## config.mk

```make
export PLATFORM = sky130hd
export DESIGN_NAME = fpc_param_overlay
export DESIGN_NICKNAME = d
export VERILOG_FILES = /design/src/hdl/fpc_pkg.sv /design/src/hdl/fpc_param_overlay.sv
export SDC_FILE = /design/constraint.sdc
export NUM_CORES = 1
export LEC_CHECK = 0
export BUFFER_PORTS_ARGS = -buffer_cell sky130_fd_sc_hd__buf_2
export CAP_MARGIN = 20
export CORE_ASPECT_RATIO = 1.2
export CORE_MARGIN = 2
export CORE_UTILIZATION = 50
export DETAILED_ROUTE_END_ITERATION = 7
export PLACE_DENSITY = 0.72
export SYNTH_ARGS = -nofsm -noshare
export SYNTH_HDL_FRONTEND = slang
export SYNTH_SLANG_ARGS = --single-unit
```

## constraint.sdc

```tcl
create_clock -name clk_i -period 13.2 [get_ports clk_i]
set_input_delay 2.64 -clock clk_i [delete_from_list [all_inputs] [get_ports clk_i]]
set_output_delay 2.64 -clock clk_i [all_outputs]
set_load 0.03 [all_outputs]
```

## src/hdl/fpc_pkg.sv

```systemverilog
package fpc_pkg;
  // register byte offsets on the AXI4-Lite bus
  localparam logic [7:0] OFS_SRC_ADDR = 8'h00;
  localparam logic [7:0] OFS_ERASE_BLK = 8'h04;
  localparam logic [7:0] OFS_EMU_CTRL = 8'h08;
  localparam logic [7:0] OFS_CMD = 8'h0c;
  localparam logic [7:0] OFS_STATUS = 8'h10;
  localparam logic [7:0] OFS_MAP_ADDR = 8'h14;
  localparam logic [7:0] OFS_MAP_RESULT = 8'h18;
  // control field layout
  localparam int EMU_SEL_BIT = 3;
  localparam int AREA_MSB = 2;
  localparam logic [7:0] EMU_CTRL_MASK = 8'h0f;
  localparam logic [7:0] EMU_CTRL_RST = 8'h00;
  // command bits
  localparam int CMD_PROG_BIT = 0;
  localparam int CMD_ERASE_BIT = 1;
  // status bit positions
  localparam int ST_SRC_ERR = 0;
  localparam int ST_ERASE_ERR = 1;
  localparam int ST_PROTECT = 2;
  localparam int ST_BUSY = 3;
  localparam int ST_MAP_RAM = 4;
  // address windows
  localparam logic [31:0] RAM_WIN_BASE = 32'h00ffa000;
  localparam logic [31:0] RAM_WIN_LAST = 32'h00ffafff;
  localparam logic [31:0] FLASH_BASE = 32'h00000000;
  localparam int BLOCK_BITS = 12;
  localparam logic [15:0] LAST_BLK_SMALL = 16'h000d;
  localparam logic [15:0] LAST_BLK_LARGE = 16'h000f;
  localparam logic [7:0] PROG_BYTES = 8'h80;
  localparam logic [1:0] RESP_OKAY = 2'b00;
  localparam logic [1:0] RESP_SLVERR = 2'b10;

  typedef struct packed {
    logic prog;
    logic erase;
    logic [31:0] src_addr;
    logic [3:0] block;
  } fpc_flash_req_type;
endpackage

```

## src/hdl/fpc_param_overlay.sv

```systemverilog
`timescale 1ns/100ps
// Function
// source address register holds all 32 bits of the data start address
// source address inside flash sets the source data error flag
// one program request moves 128 bytes from the source start address
// small variant accepts erase blocks 0 to 13
// large variant accepts erase blocks 0 to 15
// erase block value n selects block n
// block number above the variant limit flags error, no erase issued
// when enabled, RAM window ffa000-ffafff overlays the selected flash block
// software should write emulation control only in user or user program mode
// software must not touch emulated area right after control write
// emulation select clear disables overlay, reads come from flash array
// emulation select set enables overlay and protects all blocks
// three-bit area select chooses the overlaid block, only while enabled
// area code k maps overlay to k*1000 through k*1000+fff
// control bits 7 to 4 read zero and ignore writes
// read of selected block while overlaid returns RAM byte at same offset
// control register resets to zero: emulation off, block 0
module fpc_param_overlay #(
  parameter int FLASH_BYTES = 32'h00040000,
  parameter bit LARGE_VARIANT = 1'b1
) (
  // clock and reset
  input wire logic clk_i,
  input wire logic rst_i,
  // axi4-lite write address and data
  input wire logic [7:0] s_axi_awaddr_i,
  input wire logic s_axi_awvalid_i,
  output logic s_axi_awready_o,
  input wire logic [31:0] s_axi_wdata_i,
  input wire logic [3:0] s_axi_wstrb_i,
  input wire logic s_axi_wvalid_i,
  output logic s_axi_wready_o,
  // axi4-lite write response
  output logic [1:0] s_axi_bresp_o,
  output logic s_axi_bvalid_o,
  input wire logic s_axi_bready_i,
  // axi4-lite read
  input wire logic [7:0] s_axi_araddr_i,
  input wire logic s_axi_arvalid_i,
  output logic s_axi_arready_o,
  output logic [31:0] s_axi_rdata_o,
  output logic [1:0] s_axi_rresp_o,
  output logic s_axi_rvalid_o,
  input wire logic s_axi_rready_i,
  // request towards the flash sequencer
  output fpc_pkg::fpc_flash_req_type flash_req_o,
  input wire logic flash_done_i,
  // status to the rest of the unit
  output logic src_data_err_o,
  output logic erase_range_err_o,
  output logic prog_erase_protect_o,
  // overlay address decode
  output logic [31:0] mapped_addr_o,
  output logic map_to_ram_o
);
  import fpc_pkg::*;
  typedef enum {FPC_IDLE, FPC_BUSY} fpc_state_type;
  logic [31:0] src_addr, next_src_addr;
  logic [31:0] erase_blk, next_erase_blk;
  logic [7:0] emu_ctrl, next_emu_ctrl;
  logic [31:0] probe_addr, next_probe_addr;
  logic src_err, next_src_err;
  logic range_err, next_range_err;
  fpc_state_type state, next_state;
  fpc_flash_req_type req, next_req;
  logic [31:0] map_addr, next_map_addr;
  logic map_ram, next_map_ram;
  // ready flags kept as flops so the bus outputs come straight from registers
  logic aw_free, next_aw_free;
  logic w_free, next_w_free;
  logic ar_free, next_ar_free;
  logic [7:0] aw_addr, next_aw_addr;
  logic [31:0] w_data, next_w_data;
  logic [3:0] w_strb, next_w_strb;
  logic bvalid, next_bvalid;
  logic [1:0] bresp, next_bresp;
  logic rvalid, next_rvalid;
  logic [31:0] rdata, next_rdata;
  logic [1:0] rresp, next_rresp;
  logic protect, next_protect;
  logic emu_on, do_write, src_in_flash, blk_bad;
  logic [15:0] last_blk;
  logic [31:0] wr_merged, ovl_base;

  assign emu_on = emu_ctrl[EMU_SEL_BIT];
  assign last_blk = LARGE_VARIANT ? LAST_BLK_LARGE : LAST_BLK_SMALL;
  assign do_write = !aw_free && !w_free && !bvalid;
  // overlay base is area code times block size
  assign ovl_base = FLASH_BASE + {17'h00000, emu_ctrl[AREA_MSB:0], 12'h000};
  assign src_in_flash = (src_addr >= FLASH_BASE) &&
                        (src_addr - FLASH_BASE < 32'(FLASH_BYTES));
  assign blk_bad = (erase_blk > {16'h0000, last_blk});

  always_comb
  begin
    for (int i = 0; i < 4; i++)
    begin
      wr_merged[i*8 +: 8] = w_strb[i] ? w_data[i*8 +: 8] : 8'h00;
    end
  end

  // bus handshake and register writes
  always_comb
  begin
    next_aw_free = aw_free;
    next_w_free = w_free;
    next_aw_addr = aw_addr;
    next_w_data = w_data;
    next_w_strb = w_strb;
    next_bvalid = bvalid;
    next_bresp = bresp;
    next_src_addr = src_addr;
    next_erase_blk = erase_blk;
    next_emu_ctrl = emu_ctrl;
    next_probe_addr = probe_addr;
    next_src_err = src_err;
    next_range_err = range_err;
    next_state = state;
    next_req = req;
    if (s_axi_awvalid_i && aw_free)
    begin
      next_aw_free = 1'b0;
      next_aw_addr = s_axi_awaddr_i;
    end
    if (s_axi_wvalid_i && w_free)
    begin
      next_w_free = 1'b0;
      next_w_data = s_axi_wdata_i;
      next_w_strb = s_axi_wstrb_i;
    end
    if (bvalid && s_axi_bready_i)
    begin
      next_bvalid = 1'b0;
    end
    if (state == FPC_BUSY && flash_done_i)
    begin
      next_state = FPC_IDLE;
      next_req.prog = 1'b0;
      next_req.erase = 1'b0;
    end
    if (do_write)
    begin
      next_aw_free = 1'b1;
      next_w_free = 1'b1;
      next_bvalid = 1'b1;
      next_bresp = RESP_OKAY;
      case (aw_addr)
        OFS_SRC_ADDR:
        begin
          for (int i = 0; i < 4; i++)
          begin
            if (w_strb[i])
            begin
              next_src_addr[i*8 +: 8] = w_data[i*8 +: 8];
            end
          end
        end
        OFS_ERASE_BLK:
        begin
          for (int i = 0; i < 4; i++)
          begin
            if (w_strb[i])
            begin
              next_erase_blk[i*8 +: 8] = w_data[i*8 +: 8];
            end
          end
        end
        OFS_EMU_CTRL:
          next_emu_ctrl = w_strb[0] ? (w_data[7:0] & EMU_CTRL_MASK) : emu_ctrl;
        OFS_MAP_ADDR:
          next_probe_addr = wr_merged;
        OFS_CMD:
        begin
          if (state == FPC_IDLE && wr_merged[CMD_PROG_BIT])
          begin
            next_src_err = src_in_flash;
            if (!src_in_flash && !emu_on)
            begin
              next_req.prog = 1'b1;
              next_req.src_addr = src_addr;
              next_state = FPC_BUSY;
            end
          end
          else if (state == FPC_IDLE && wr_merged[CMD_ERASE_BIT])
          begin
            next_range_err = blk_bad;
            if (!blk_bad && !emu_on)
            begin
              next_req.erase = 1'b1;
              next_req.block = erase_blk[3:0];
              next_state = FPC_BUSY;
            end
          end
        end
        OFS_STATUS:
        begin
          next_src_err = src_err && !wr_merged[ST_SRC_ERR];
          next_range_err = range_err && !wr_merged[ST_ERASE_ERR];
        end
        default:
          next_bresp = RESP_SLVERR;
      endcase
    end
  end

  // read channel
  always_comb
  begin
    next_rvalid = rvalid;
    next_rdata = rdata;
    next_rresp = rresp;
    if (rvalid && s_axi_rready_i)
    begin
      next_rvalid = 1'b0;
    end
    if (s_axi_arvalid_i && !rvalid)
    begin
      next_rvalid = 1'b1;
      next_rresp = RESP_OKAY;
      next_rdata = 32'h00000000;
      case (s_axi_araddr_i)
        OFS_SRC_ADDR: next_rdata = src_addr;
        OFS_ERASE_BLK: next_rdata = erase_blk;
        OFS_EMU_CTRL: next_rdata = {24'h000000, emu_ctrl & EMU_CTRL_MASK};
        OFS_STATUS:
        begin
          next_rdata[ST_SRC_ERR] = src_err;
          next_rdata[ST_ERASE_ERR] = range_err;
          next_rdata[ST_PROTECT] = protect;
          next_rdata[ST_BUSY] = (state == FPC_BUSY);
          next_rdata[ST_MAP_RAM] = map_ram;
        end
        OFS_MAP_ADDR: next_rdata = probe_addr;
        OFS_MAP_RESULT: next_rdata = map_addr;
        OFS_CMD: next_rdata = 32'h00000000;
        default: next_rresp = RESP_SLVERR;
      endcase
    end
    next_ar_free = !next_rvalid;
  end

  // overlay decode of the probe address
  always_comb
  begin
    next_protect = emu_on;
    next_map_ram = 1'b0;
    next_map_addr = probe_addr;
    if (emu_on && probe_addr[31:BLOCK_BITS] == ovl_base[31:BLOCK_BITS])
    begin
      next_map_ram = 1'b1;
      next_map_addr = RAM_WIN_BASE | {20'h00000, probe_addr[BLOCK_BITS-1:0]};
    end
  end

  always_ff @(posedge clk_i or posedge rst_i)
  begin
    if (rst_i)
    begin
      aw_free <= 1'b1;
      w_free <= 1'b1;
      ar_free <= 1'b1;
      aw_addr <= 8'h00;
      w_data <= 32'h00000000;
      w_strb <= 4'h0;
      bvalid <= 1'b0;
      bresp <= RESP_OKAY;
      rvalid <= 1'b0;
      rdata <= 32'h00000000;
      rresp <= RESP_OKAY;
      src_addr <= 32'h00000000;
      erase_blk <= 32'h00000000;
      emu_ctrl <= EMU_CTRL_RST;
      probe_addr <= 32'h00000000;
      src_err <= 1'b0;
      range_err <= 1'b0;
      state <= FPC_IDLE;
      req <= '0;
      map_addr <= 32'h00000000;
      map_ram <= 1'b0;
      protect <= 1'b0;
    end
    else
    begin
      aw_free <= next_aw_free;
      w_free <= next_w_free;
      ar_free <= next_ar_free;
      aw_addr <= next_aw_addr;
      w_data <= next_w_data;
      w_strb <= next_w_strb;
      bvalid <= next_bvalid;
      bresp <= next_bresp;
      rvalid <= next_rvalid;
      rdata <= next_rdata;
      rresp <= next_rresp;
      src_addr <= next_src_addr;
      erase_blk <= next_erase_blk;
      emu_ctrl <= next_emu_ctrl;
      probe_addr <= next_probe_addr;
      src_err <= next_src_err;
      range_err <= next_range_err;
      state <= next_state;
      req <= next_req;
      map_addr <= next_map_addr;
      map_ram <= next_map_ram;
      protect <= next_protect;
    end
  end

  assign s_axi_awready_o = aw_free;
  assign s_axi_wready_o = w_free;
  assign s_axi_bvalid_o = bvalid;
  assign s_axi_bresp_o = bresp;
  assign s_axi_arready_o = ar_free;
  assign s_axi_rvalid_o = rvalid;
  assign s_axi_rdata_o = rdata;
  assign s_axi_rresp_o = rresp;
  assign flash_req_o = req;
  assign src_data_err_o = src_err;
  assign erase_range_err_o = range_err;
  assign prog_erase_protect_o = protect;
  assign mapped_addr_o = map_addr;
  assign map_to_ram_o = map_ram;

  property p_emu_blocks_req;
    @(posedge clk_i) disable iff (rst_i)
    emu_on |=> !($rose(req.prog) || $rose(req.erase));
  endproperty
  a_emu_blocks_req: assert property (p_emu_blocks_req) else $error("request issued while emulation on");
  property p_bad_blk_no_erase;
    @(posedge clk_i) disable iff (rst_i)
    $rose(req.erase) |-> (req.block <= last_blk[3:0]) && !range_err;
  endproperty
  a_bad_blk_no_erase: assert property (p_bad_blk_no_erase) else $error("erase of out of range block");
  property p_src_err_no_prog;
    @(posedge clk_i) disable iff (rst_i)
    $rose(req.prog) |-> !src_err;
  endproperty
  a_src_err_no_prog: assert property (p_src_err_no_prog) else $error("program with source error");
  property p_ctrl_high_zero;
    @(posedge clk_i) disable iff (rst_i)
    emu_ctrl[7:4] == 4'h0;
  endproperty
  a_ctrl_high_zero: assert property (p_ctrl_high_zero) else $error("control upper bits set");
  property p_protect_follows;
    @(posedge clk_i) disable iff (rst_i)
    emu_on |=> protect;
  endproperty
  a_protect_follows: assert property (p_protect_follows) else $error("protect not raised");
  property p_no_map_when_off;
    @(posedge clk_i) disable iff (rst_i)
    !emu_on ##1 !$past(emu_on) |-> !map_ram || $past(emu_on, 1);
  endproperty
  a_no_map_when_off: assert property (p_no_map_when_off) else $error("overlay active while disabled");
  property p_map_in_window;
    @(posedge clk_i) disable iff (rst_i)
    map_ram |-> (map_addr >= RAM_WIN_BASE) && (map_addr <= RAM_WIN_LAST);
  endproperty
  a_map_in_window: assert property (p_map_in_window) else $error("mapped address outside RAM window");
  property p_map_offset;
    @(posedge clk_i) disable iff (rst_i)
    map_ram |-> map_addr[BLOCK_BITS-1:0] == $past(probe_addr[BLOCK_BITS-1:0]);
  endproperty
  a_map_offset: assert property (p_map_offset) else $error("overlay offset mismatch");
endmodule

```

==> run metrics <==
Final period util 30.39%; CTS tree done; Worst Max-Slew Pin Slew 1028 ps; Max-slew headroom 31.21%; Routed WL 27.34 mm; gpl congestion 0.8104; crit path launch type input pin; mux cell area share after synthesis 14.86%; compound-gate portion of the synthesized area 10.10%; gr ovfl total 0; Worst Hold Class flop to flop; mean post-synth cell area 13.13 um^2; Worst Reg-to-Reg Cells 5; Async S/R FF share, synth 100.0%; P per Cell Area 179.4 nW/um^2; # DRC 0; vias in the first global route 7681; n_diodes 0; CP arrival 4480 ps; crit path max fanout 31; # clock sinks 289; TritonCTS Buffers 27; Post-CTS Setup Bufs 0; Hold WS 377.6 ps; Max Buffers Root-to-Sink 3; DR WL/cell 21.02 um; WS Path Type input pin to flop; nets 1062; RR Startpoint aw_addr[1]$_DFFE_PP0P_; Synth-to-Final Area Change 17.21%; aggregate global-route resource usage 22.77%; met2 Usage GRT 38.75%; Die W 142.0 um; RSZ-0062 raised after global routing no; number of antenna violations at the first check in global routing 0; status complete, no violations; worst path required time 13670 ps; P_leak 6.843 nW; CP max stage delay 670 ps; DR iter-0 viols 537; min Tclk post-route 4012 ps; max-slew violations 0; Peak VDD IR 0.1109 mV; Critical R2R Capture src_addr[12]$_DFFE_PP0P_; starting density of the core 50.90%; clock skew 13.27 ps; post-synth cell types 46; core footprint 22450 um^2; Critical Path Most Common Cell a22o_1; GR Layer Usage met1 30.96%; R2R setup slack 10320 ps; final setup TNS 0 ps; clk_lat worst skew 540 ps; die area 24080 um^2; HPWL Detailed 18.10 mm; Post-synth EDFFs 0; post_cts resized 0; Die Height 169.6 um; critical path's slowest cell or4b_2; clk slew on worst S/H paths 70 ps; XOR/XNOR Fraction of Synth Area 0.3066%; CP Capture Point s_axi_rdata_o[15]$_DFFE_PP0P_; final setup fails 0; cell count after synthesis 870; FMAX 249.3 MHz; met3 Resource Use GR 3.104%; std cell rows 60; crit-path cells buf_2, or4b_2, nor2_2, buf_4, a22o_1, a221o_1, a22o_1; Post-Synth Simple-Gate Area 8.399%; maxcap violations 0; I/O Pins 175; sequential element share of the synthesized area 63.33%; global-route wire length before repair 42.65 mm; Cell Area, Synth 11430 um^2; pin count of the biggest net entering global routing 149; main combinational cell family by area after synthesis multiplexers; Critical Path Source s_axi_araddr_i[2]; routed via count 7574; H-tree depth 1; top_reg_cell synth dfrtp_1; via density per instance 5.822; fraction of layout cells with a size suffix above 1 40.51%; Critical Path Sink Type flop; Synth Area in Adders 0%; synth warn 0; # port buffers 172; synthesized flop and latch total 289; root buffer cell clkbuf_16; fillers 1766; Fin. Hold Viols 0; antenna viol nets, final 0; busiest layer in global routing met2; cts-stage hold buffer count 0; drt pass-1 iters 4
final cells by class:
class                      instances  area, um^2  area share (%)
sequential                       289        7236           54.03
multi-input combinational        494        3871           28.91
timing repair buffer             185       998.5           7.455
clock buffer                      34       752.0           5.615
tap                              279       349.1           2.607
clock inverter                    15       160.2           1.196
inverter                           5       26.28          0.1962
synthesized netlist by cell type (all sizes together) (5+ instances only):
cell    count  share of area (%)
dfrtp     286                 63
mux2      149                 15
nand2      86                2.9
clkbuf     79                2.6
a22o       55                4.2
o21ai      40                1.8
a221o      27                2.4
nor4       24                1.4
nor2       21               0.69
nand3      10               0.44
nor3       10               0.44
or2        10               0.55
nand4       7               0.38
inv         5               0.16
how the worst min path moves through the flow:
stage | slack [ps] | startpoint | to | cells after the start
CTS | 380 | state[30]$_DFF_PP0_ | state[30]$_DFF_PP0_ | 0
global placement | 370 | state[8]$_DFF_PP0_ | state[8]$_DFF_PP0_ | 0
global route | 390 | state[2]$_DFF_PP0_ | state[2]$_DFF_PP0_ | 0
detailed placement | 370 | state[21]$_DFF_PP0_ | state[21]$_DFF_PP0_ | 0
finish | 380 | state[30]$_DFF_PP0_ | state[30]$_DFF_PP0_ | 0
floorplan | 370 | probe_addr[3]$_DFFE_PP0P_ | mapped_addr_o[3]$_DFF_PP0_ | 0
flip-flops by register name, summed over array words and instances (netlist names):
register              count
s_axi_awready_o           1
map_to_ram_o              1
w_data                   32
state                    32
mapped_addr_o            32
src_addr                 32
emu_ctrl                  4
src_data_err_o            1
aw_addr                   8
erase_range_err_o         1
s_axi_bvalid_o            1
s_axi_bresp_o             1
s_axi_rdata_o            32
s_axi_wready_o            1
s_axi_arready_o           1
s_axi_rresp_o             1
erase_blk                32
s_axi_rvalid_o            1
w_strb                    4
prog_erase_protect_o      1
probe_addr               32
flash_req_o              38
layer usage:
metal  part of all wire [%]  routed length (um)
met1                     43               11870
met2                     50               13680
met3                    4.5                1225
met4                    2.1                 563
met5                      0                   0
per-stage QoR:
stage               std cells  utilization, %  instance area, um^2  total power [mW]  setup slack (ps)
floorplan                 871               -                11430             1.461              2588
global placement         1250           55.36                12430             1.614              8626
detailed placement       1250           55.36                12430             1.627              8614
CTS                      1299           59.42                13340             2.417              9163
global route             1301           59.67                13390             2.510              9130
finish                   1301           59.67                13390             2.402              9188
worst max-delay path, delay by kind of cell:
family / cells / cell delay [ps]
buf+inv: 2 / 580
compound gates: 3 / 460
simple gates: 2 / 790
power breakdown:
group          switching (mW)  leakage (nW)  internal [mW]
Clock                   0.341         0.447          0.449
Sequential              0.182          3.90           1.03
Combinational           0.219          2.50          0.179
Total                   0.742          6.84           1.66
cells in the final DEF (no fill, tap or decap), drive strengths merged, types with 12 or more instances in the layout:
cell    instances
a221o          27
a22o           55
buf           185
clkbuf         34
dfrtp         286
inv            12
mux2          149
nand2          86
nor2           21
nor4           24
o21ai          40
logic make-up after synthesis:
| logic type | count (synthesis) |
|---|---|
| buffers and inverters | 88 |
| other | 1 |
| muxes | 151 |
| and+or+nand+nor | 190 |
| AOI/OAI and AO/OA | 147 |
| DFF | 289 |
| xor gates and xnor gates | 4 |
No activity file was read; power rests on OpenSTA's default activity.
